$ cat config.mk
export PLATFORM = sky130hd
export DESIGN_NAME = usart_async
export DESIGN_NICKNAME = d
export VERILOG_FILES = /design/src/usart_async.v
export VERILOG_INCLUDE_DIRS = /design/src /design/src/src
export SDC_FILE = /design/constraint.sdc
export NUM_CORES = 1
export LEC_CHECK = 0
export ABC_AREA = 1
export BUFFER_PORTS_ARGS = -buffer_cell sky130_fd_sc_hd__buf_4
export CORE_UTILIZATION = 41
export CTS_CLUSTER_DIAMETER = 50
export DETAILED_ROUTE_END_ITERATION = 7
export GPL_TIMING_DRIVEN = 0
export PLACE_DENSITY = 0.56
export SLEW_MARGIN = 0
export SYNTH_ARGS = -nofsm -noshare
export SYNTH_HDL_FRONTEND = slang
export SYNTH_SLANG_ARGS = --single-unit
$ cat constraint.sdc
create_clock -name mclk -period 7.5 [get_ports mclk]
set_clock_uncertainty 0.2 [all_clocks]
set_input_delay 0.375 -clock mclk [delete_from_list [all_inputs] [get_ports mclk]]
set_output_delay 0.375 -clock mclk [all_outputs]
set_load 0.05 [all_outputs]
$ cat src/usart_async_regs.vh
`ifndef USART_ASYNC_REGS_VH
`define USART_ASYNC_REGS_VH
// register byte addresses
`define OFS_TXSTAT 12'h000
`define OFS_RXSTAT 12'h004
`define OFS_TXBUF 12'h008
`define OFS_RXBUF 12'h00C
`define OFS_BAUD 12'h010
`define OFS_FLAGS 12'h014
`define OFS_ENABLES 12'h018
`define OFS_PRIO 12'h01C
// transmit_status_control fields
`define TX_CLKSRC 7
`define TX_NINE 6
`define TX_EN 5
`define TX_SYNC 4
`define TX_HISPD 2
`define TX_SHEMPTY 1
`define TX_BIT9 0
// receive_status_control fields
`define RX_PORTEN 7
`define RX_NINE 6
`define RX_SINGLE 5
`define RX_CONT 4
`define RX_ADDR 3
`define RX_FRAMING_ERROR_FLAG 2
`define RX_OVERRUN_ERROR_FLAG 1
`define RX_BIT9 0
// peripheral flag/enable positions
`define PF_RC 5
`define PF_TX 4
// reset values
`define TXSTAT_RST 8'h02
`define ZERO8 8'h00
// oversample figures
`define OVS_LOW 6'h3F
`define OVS_HIGH 6'h0F
`define RX_TICKS 4'hF
`define RX_MID 4'h7
`define RX_VOTE_A 4'h6
`define RX_VOTE_B 4'h8
`define FRAME_BITS_8 4'h9
`define FRAME_BITS_9 4'hA
`endif
$ cat src/usart_async.v
`include "usart_async_regs.vh"
`default_nettype none
module usart_async #(
  parameter DIV_W = 8
) (
  input wire mclk,
  input wire sys_rst,
  input wire clkEn,
  input wire sleepMode,
  input wire psel,
  input wire penable,
  input wire pwrite,
  input wire [11:0] paddr,
  input wire [31:0] pwdata,
  output reg [31:0] prdata,
  output reg pready,
  output reg pslverr,
  input wire rxLine,
  output reg txLine,
  output reg txIrq,
  output reg rxIrq
);

  // registers visible to software, plus hidden txBuf9_r and txFull_r
  reg [7:0] txCtl_r; // transmit_status_control, shift-empty bit unused
  reg [7:0] rxCtl_r; // receive_status_control control bits
  reg [DIV_W-1:0] baudDiv_r; // baud_divisor
  reg [7:0] txBuf_r; // transmit_buffer
  reg txBuf9_r; // ninth bit latched with buffer
  reg txFull_r; // buffer holds unsent data
  reg txEmptyFlag_r; // transmit_buffer_empty_flag
  reg [7:0] rxBuf_r; // receive_buffer
  reg rxBuf9_r; // received_ninth_bit
  reg rxFlag_r; // receive_complete_flag
  reg framing_error_flag_r; // framing_error_flag
  reg overrun_error_flag_r; // overrun_error_flag
  reg [7:0] enables_r; // peripheral_enables_one
  reg [7:0] prio_r; // peripheral_priority_one, stored only

  // local register-bus decode, shared by read and write paths
  function hit;
    input [11:0] a;
    input [11:0] ofs;
    begin
      hit = (a == ofs);
    end
  endfunction

  wire acc = psel & penable & ~pready; // one access cycle per transfer
  wire wrEn = acc & pwrite;
  wire rdEn = acc & ~pwrite;
  wire mapped = hit(paddr, `OFS_TXSTAT) | hit(paddr, `OFS_RXSTAT) |
    hit(paddr, `OFS_TXBUF) | hit(paddr, `OFS_RXBUF) |
    hit(paddr, `OFS_BAUD) | hit(paddr, `OFS_FLAGS) |
    hit(paddr, `OFS_ENABLES) | hit(paddr, `OFS_PRIO);

  // mode qualifiers
  wire asyncOn = rxCtl_r[`RX_PORTEN] & ~txCtl_r[`TX_SYNC];
  wire run = clkEn & ~sleepMode & asyncOn;
  wire txOn = run & txCtl_r[`TX_EN];
  wire rxOn = run & rxCtl_r[`RX_CONT];

  // baud generator, shared by both directions
  reg [DIV_W-1:0] brgCnt_r;
  reg [5:0] ovsCnt_r; // divides tick to bit rate for transmit
  wire divWrite = wrEn & hit(paddr, `OFS_BAUD);
  wire brgTick = run & (brgCnt_r == {DIV_W{1'b0}});
  // rx runs at x16 bit clock: in low-speed mode, x64 / 4
  reg [1:0] pre_r;
  wire rxTick = brgTick &
    (txCtl_r[`TX_HISPD] | (pre_r == 2'h3));
  wire [5:0] ovsTop = txCtl_r[`TX_HISPD] ? `OVS_HIGH : `OVS_LOW;
  wire bitTick = brgTick & (ovsCnt_r == ovsTop);

  // generator restart on divisor write
  always @(posedge mclk or posedge sys_rst)
    if (sys_rst)
    begin
      brgCnt_r <= {DIV_W{1'b0}};
      ovsCnt_r <= 6'h00;
      pre_r <= 2'h0;
    end
    else if (clkEn)
    begin
      if (divWrite | ~run)
      begin
        // restart rather than wait for old period to expire
        brgCnt_r <= divWrite ? pwdata[DIV_W-1:0] : baudDiv_r;
        pre_r <= 2'h0;
      end
      else if (brgTick)
      begin
        brgCnt_r <= baudDiv_r; // period div+1
        pre_r <= pre_r + 2'h1;
      end
      else
        brgCnt_r <= brgCnt_r - {{(DIV_W-1){1'b0}}, 1'b1};
    end

  // transmitter: one-hot states
  localparam TX_IDLE = 2'b01;
  localparam TX_SEND = 2'b10;
  reg [1:0] txState_r;
  reg [10:0] tsr_r; // transmit_shift_register, never mapped
  reg [3:0] txBits_r; // bits left including stop
  wire txLoad = txOn & txFull_r & txState_r[0];
  wire txBufWrite = wrEn & hit(paddr, `OFS_TXBUF);
  wire txEnRise = wrEn & hit(paddr, `OFS_TXSTAT) &
    pwdata[`TX_EN] & ~txCtl_r[`TX_EN];

  // bit phase, restarted at each load so the start bit is whole
  always @(posedge mclk or posedge sys_rst)
    if (sys_rst)
      ovsCnt_r <= 6'h00;
    else if (clkEn)
    begin
      if (divWrite | ~run | txLoad | bitTick)
        ovsCnt_r <= 6'h00;
      else if (brgTick)
        ovsCnt_r <= ovsCnt_r + 6'h01;
    end

  always @(posedge mclk or posedge sys_rst)
    if (sys_rst)
    begin
      txState_r <= TX_IDLE;
      tsr_r <= 11'h7FF;
      txBits_r <= 4'h0;
      txLine <= 1'b1;
    end
    else if (clkEn)
    begin
      case (txState_r)
        TX_IDLE:
        begin
          txLine <= 1'b1;
          if (txLoad)
          begin
            // stop, ninth (if any), data, start; shifted lsb first
            tsr_r <= txCtl_r[`TX_NINE] ?
              {1'b1, txBuf9_r, txBuf_r, 1'b0} :
              {2'b11, txBuf_r, 1'b0};
            txBits_r <= txCtl_r[`TX_NINE] ? `FRAME_BITS_9 : `FRAME_BITS_8;
            txState_r <= TX_SEND;
          end
        end
        TX_SEND:
        begin
          txLine <= tsr_r[0];
          if (~txCtl_r[`TX_EN])
            txState_r <= TX_IDLE; // abort on disable
          else if (bitTick)
          begin
            tsr_r <= {1'b1, tsr_r[10:1]};
            if (txBits_r == 4'h0)
              txState_r <= TX_IDLE; // stop bit done
            else
              txBits_r <= txBits_r - 4'h1;
          end
        end
        default:
          txState_r <= TX_IDLE;
      endcase
    end

  // receiver: oversampled recovery
  localparam RX_IDLE = 3'b001;
  localparam RX_START = 3'b010;
  localparam RX_DATA = 3'b100;
  reg [2:0] rxState_r;
  reg [3:0] phase_r; // x16 phase within a bit
  reg [2:0] votes_r; // three samples around mid-bit
  reg [9:0] rsr_r; // receive shifter
  reg [3:0] rxBits_r;
  reg rxDone_r; // one-cycle frame-complete strobe
  reg rxStop_r; // sampled stop level
  wire voteVal = (votes_r[0] & votes_r[1]) | (votes_r[0] & votes_r[2]) |
    (votes_r[1] & votes_r[2]);
  wire endOfBit = rxTick & (phase_r == `RX_TICKS);
  wire [3:0] rxLast = rxCtl_r[`RX_NINE] ? `FRAME_BITS_9 : `FRAME_BITS_8;

  always @(posedge mclk or posedge sys_rst)
    if (sys_rst)
    begin
      rxState_r <= RX_IDLE;
      phase_r <= 4'h0;
      votes_r <= 3'h7;
      rsr_r <= 10'h000;
      rxBits_r <= 4'h0;
      rxDone_r <= 1'b0;
      rxStop_r <= 1'b1;
    end
    else if (clkEn)
    begin
      rxDone_r <= 1'b0;
      if (~rxOn)
        rxState_r <= RX_IDLE;
      else
      begin
        // gather samples at phases 6,7,8
        if (rxTick & (phase_r == `RX_VOTE_A | phase_r == `RX_MID |
            phase_r == `RX_VOTE_B))
          votes_r <= {votes_r[1:0], rxLine};
        if (rxTick)
          phase_r <= phase_r + 4'h1;
        case (rxState_r)
          RX_IDLE:
          begin
            phase_r <= 4'h0;
            if (~rxLine)
              rxState_r <= RX_START;
          end
          RX_START:
            if (endOfBit)
            begin
              // false start rejected by the vote
              rxState_r <= voteVal ? RX_IDLE : RX_DATA;
              rxBits_r <= 4'h1;
            end
          RX_DATA:
            if (endOfBit)
            begin
              if (rxBits_r == rxLast)
              begin
                rxStop_r <= voteVal;
                rxDone_r <= 1'b1;
                rxState_r <= RX_IDLE;
              end
              else
              begin
                // fill from top, lsb arrives first
                rsr_r <= rxCtl_r[`RX_NINE] ? {voteVal, rsr_r[9:1]} :
                  {1'b0, voteVal, rsr_r[8:1]};
                rxBits_r <= rxBits_r + 4'h1;
              end
            end
          default:
            rxState_r <= RX_IDLE;
        endcase
      end
    end

  // frame acceptance and address filtering
  wire adrMode = rxCtl_r[`RX_ADDR] & rxCtl_r[`RX_NINE];
  wire accept = rxDone_r & (~adrMode | rsr_r[9]);
  wire rxBufRead = rdEn & hit(paddr, `OFS_RXBUF);
  wire errClear = wrEn & hit(paddr, `OFS_RXSTAT) & ~pwdata[`RX_CONT];

  // software registers and hardware flags
  always @(posedge mclk or posedge sys_rst)
    if (sys_rst)
    begin
      txCtl_r <= `TXSTAT_RST;
      rxCtl_r <= `ZERO8;
      baudDiv_r <= {DIV_W{1'b0}};
      txBuf_r <= `ZERO8;
      txBuf9_r <= 1'b0;
      txFull_r <= 1'b0;
      txEmptyFlag_r <= 1'b0;
      rxBuf_r <= `ZERO8;
      rxBuf9_r <= 1'b0;
      rxFlag_r <= 1'b0;
      framing_error_flag_r <= 1'b0;
      overrun_error_flag_r <= 1'b0;
      enables_r <= `ZERO8;
      prio_r <= `ZERO8;
    end
    else if (clkEn)
    begin
      if (wrEn & hit(paddr, `OFS_TXSTAT))
        txCtl_r <= pwdata[7:0];
      if (wrEn & hit(paddr, `OFS_RXSTAT))
        rxCtl_r <= pwdata[7:0];
      if (divWrite)
        baudDiv_r <= pwdata[DIV_W-1:0];
      if (wrEn & hit(paddr, `OFS_ENABLES))
        enables_r <= pwdata[7:0];
      if (wrEn & hit(paddr, `OFS_PRIO))
        prio_r <= pwdata[7:0];
      // buffer: write fills, load into shifter empties
      if (txBufWrite)
      begin
        txBuf_r <= pwdata[7:0];
        txBuf9_r <= txCtl_r[`TX_BIT9];
        txFull_r <= 1'b1;
      end
      else if (txLoad)
        txFull_r <= 1'b0;
      // empty flag: set wins, cleared only by a buffer write
      if (txLoad | txEnRise)
        txEmptyFlag_r <= 1'b1;
      else if (txBufWrite)
        txEmptyFlag_r <= 1'b0;
      // receive capture, unread data is kept on overrun
      if (accept & ~rxFlag_r)
      begin
        rxBuf_r <= rsr_r[8:1];
        rxBuf9_r <= rxCtl_r[`RX_NINE] & rsr_r[9];
        rxFlag_r <= 1'b1;
      end
      else if (rxBufRead)
        rxFlag_r <= 1'b0;
      // errors: event wins over clear
      if (accept & ~rxStop_r)
        framing_error_flag_r <= 1'b1;
      else if (errClear | (accept & rxStop_r & ~rxFlag_r))
        framing_error_flag_r <= 1'b0;
      if (accept & rxFlag_r & ~rxBufRead)
        overrun_error_flag_r <= 1'b1;
      else if (errClear)
        overrun_error_flag_r <= 1'b0;
    end

  // read mux
  reg [7:0] rdVal;
  always @*
  begin
    rdVal = `ZERO8;
    if (hit(paddr, `OFS_TXSTAT))
    begin
      rdVal = txCtl_r & 8'hF5; // bit 3 reserved
      rdVal[`TX_SHEMPTY] = txState_r[0];
    end
    else if (hit(paddr, `OFS_RXSTAT))
      rdVal = {rxCtl_r[7:3], framing_error_flag_r, overrun_error_flag_r, rxBuf9_r};
    else if (hit(paddr, `OFS_TXBUF))
      rdVal = txBuf_r;
    else if (hit(paddr, `OFS_RXBUF))
      rdVal = rxBuf_r;
    else if (hit(paddr, `OFS_BAUD))
      rdVal = baudDiv_r;
    else if (hit(paddr, `OFS_FLAGS))
    begin
      rdVal[`PF_RC] = rxFlag_r;
      rdVal[`PF_TX] = txEmptyFlag_r;
    end
    else if (hit(paddr, `OFS_ENABLES))
      rdVal = enables_r;
    else if (hit(paddr, `OFS_PRIO))
      rdVal = prio_r;
  end

  // apb answer: one wait state per access, registered outputs
  always @(posedge mclk or posedge sys_rst)
    if (sys_rst)
    begin
      pready <= 1'b0;
      pslverr <= 1'b0;
      prdata <= 32'h00000000;
      txIrq <= 1'b0;
      rxIrq <= 1'b0;
    end
    else if (clkEn)
    begin
      pready <= acc;
      pslverr <= acc & ~mapped;
      if (rdEn)
        prdata <= {24'h000000, rdVal};
      txIrq <= txEmptyFlag_r & enables_r[`PF_TX];
      rxIrq <= rxFlag_r & enables_r[`PF_RC];
    end

endmodule // usart_async
`default_nettype wire

==> summary.txt <==
Slew @ Worst Pin: 0.690 ns
Final HPWL DP: 13,700 um
Gr usage total: 21.7%
Number of global-route vias before repair: 5,380
Kind of critical path: primary input to flop
Vias: 5,879
Total core area: 17,200 um2
Die footprint: 18,000 um2
Pleak: 4.21 nW
Arr. time, crit path: 2.37 ns
Mapped Avg Cell Area: 7.82 um2
Final Power: 2.11 mW
Post-Synthesis Cell Area: 7170 um2
Max clock buf depth: 2
CTS buffer count: 17
Post-CTS Setup Bufs: 0
Global-route wire length before repair: 29,300 um
Antenna violations before repair: 0
Drt drc: 0
Yosys reg bits: 128
Final setup TNS: 0 ns
Post-synth top area share: 38.7%
Antenna Violating Nets Remaining: 0
Via/cell ratio: 4.73
Initial core utilization: 41.8%
Crit path buf inv count: 5
Post-synthesis sequential area ratio: 44.9%
Maxcap violations: 0
Pin count of the biggest net entering global routing: 75
Slew headroom: 54.0%
Detailed Route WL: 18,300 um
Crit path cell chain: dlygate4sd3_1 > buf_4 > inv_1 > nor2_2 > nand2_2 > inv_1 > nand2_1 > clkbuf_1 > o21ai_0
Drt first pass iters: 5
Syn-to-layout area delta: 19.1%
Worst EP required: 7.62 ns
Congestion Overflow GR: 0
Synth top area cells: dfrtp_1 (39%), nand2_1 (13%), o21ai_0 (6.3%), dfstp_2 (6.2%), inv_1 (5.6%)
Worst Setup End Kind: flop
Unrepaired setup endpoints after global routing: false
Status: complete, no violations
Async SR Flop Fraction: 100%
CTS root buf: clkbuf_16
Rows: 48
Fraction of layout cells with a size suffix above 1: 18.6%
Final setup fails: 0
Routability cong.: 0.864
Slowest stage cell, crit path: dlygate4sd3_1
Cell mode on critical path: inv_1
P per Cell Area: 246 nW/um2
Crit share post-route: 30.1%
Antenna cells: 0
Worst setup SP type: primary input
Area leader, netlist: dfrtp_1
Crit-path max FO: 10
Sink Count: 128
YS warnings: 0
Worst-path clk slew: 0.06 ns
Number of buffers added on ports: 40
CTS H-Tree Depth: 4
CP max stage delay: 0.53 ns
Final Hold Fails: 0
Most common library cells after synthesis: nand2_1 (257), dfrtp_1 (111), inv_1 (107)
Netlist cell types: 48
Crit-path leading delay family: buffers and inverters
Max Slew Vio Count: 0
Clock tree from TritonCTS: done
Wire per inst: 14.7 um
Hold Crit Class: primary input to flop
Chip height: 134 um
Maximum VDD drop: 0.000166 V
Final min period: 2.25 ns
Count leader, synth: nand2_1
1st-iter DRT viols: 320
Final nets: 1,068
Worst-Skew Late Latency: 0.43 ns
FMAX: 444 MHz
Main synth FF type: dfrtp_1
Post-synth EDFFs: 0
Io pins: 89
Chip Width: 134 um
Gate Count Post-Synth: 918
-- registers in the layout, summed over array words and instances, names as in the netlist, 2 cells and up --
signal     cells
votes_r        3
txBuf_r        8
rxBits_r       4
rxCtl_r        5
brgCnt_r       8
phase_r        4
enables_r      8
pre_r          2
prdata         8
txState_r      2
prio_r         8
ovsCnt_r       6
baudDiv_r      8
rsr_r          9
rxState_r      3
txBits_r       4
tsr_r         10
rxBuf_r        8
txCtl_r        6
-- final timing paths --
check                            from           end  slack [ns]  cells past startpoint
hold reg to reg            votes_r[1]    votes_r[1]        0.26                      2
min in group asynchronous     sys_rst         rxIrq        0.41                      3
max in group asynchronous     sys_rst      tsr_r[0]        5.92                      4
hold / removal                 rxLine    votes_r[0]        0.02                      3
setup / recovery               pwrite  enables_r[5]        5.25                      9
setup reg to reg               pready  enables_r[5]        5.26                      8
-- layout make-up --
cell class | instances | area (um2)
multi-input cells | 655 | 3310
flip-flops and latches | 128 | 3220
well taps | 225 | 282
clock buffers | 19 | 433
inverters | 114 | 437
repair buffers | 44 | 358
clock inverters | 13 | 210
fillers | 1675 | 8630
plain buffers | 44 | 297
-- worst min-delay path, delay by kind of cell --
| family | cells | cell delay (ns) |
|---|---|---|
| AOI/OAI and AO/OA | 1 | 0.09 |
| buffers and inverters | 2 | 0.18 |
-- what timing repair did --
action,4_1_cts,5_1_grt
gates resized for setup,0,0
hold buffers,3,0
hold endpoints to repair,70,0
-- layer usage --
metal  part of all wire [%]  up-vias  global-route usage, %
met5                      0        -                      0
met4                    1.0        0                   5.43
met3                    4.3       14                   4.69
met2                     46       94                   33.8
met1                     49     2687                   30.5
li1                       -     3084                      -
-- cells in the final DEF, fill, tap and decap left out, drive strengths merged, types with 3 or more instances in the layout --
master / n
clkinv: 6
conb: 24
nand2: 266
nor2: 74
dfstp: 17
xor2: 9
mux2i: 6
o21ai: 132
buf: 77
ha: 12
a21oi: 21
clkbuf: 27
o211ai: 5
inv: 114
dfrtp: 111
nand3: 61
or2: 6
nand4: 9
nor3: 13
bufinv: 5
dlygate4sd3: 3
-- kinds of logic (layout without fill, tap and decap cells) --
family	after synthesis	after routing	share of synthesized area, %
simple gates	434	434	27.7
flops	128	128	44.9
other cells	1	24	0.0523
compound gates	168	168	12.9
mux	6	6	0.837
buf+inv	158	234	10.2
fa+ha+maj	12	12	2.09
xor+xnor	11	11	1.34
-- power by group --
part	total [mW]	switching [mW]	internal [mW]
logic	0.393	0.254	0.139
registers	0.803	0.0388	0.764
clock network	0.911	0.320	0.590
-- metrics by stage --
| stage | instance area [um2] | util (%) | setup slack [ns] | std cells | hold WS (ns) |
|---|---|---|---|---|---|
| after floorplan | 7260 | - | 3.54 | 941 | 0.244 |
| after global placement | 7840 | 45.7 | 1.81 | 1206 | 0.253 |
| after detailed placement | 7880 | 45.8 | 5.09 | 1207 | 0.253 |
| after CTS | 8550 | 49.8 | 5.26 | 1242 | 0.00325 |
| after global routing | 8550 | 49.8 | 5.07 | 1242 | 0.00987 |
| final | 8550 | 49.8 | 5.25 | 1242 | 0.0174 |
No activity file was read; power rests on OpenSTA's default activity.
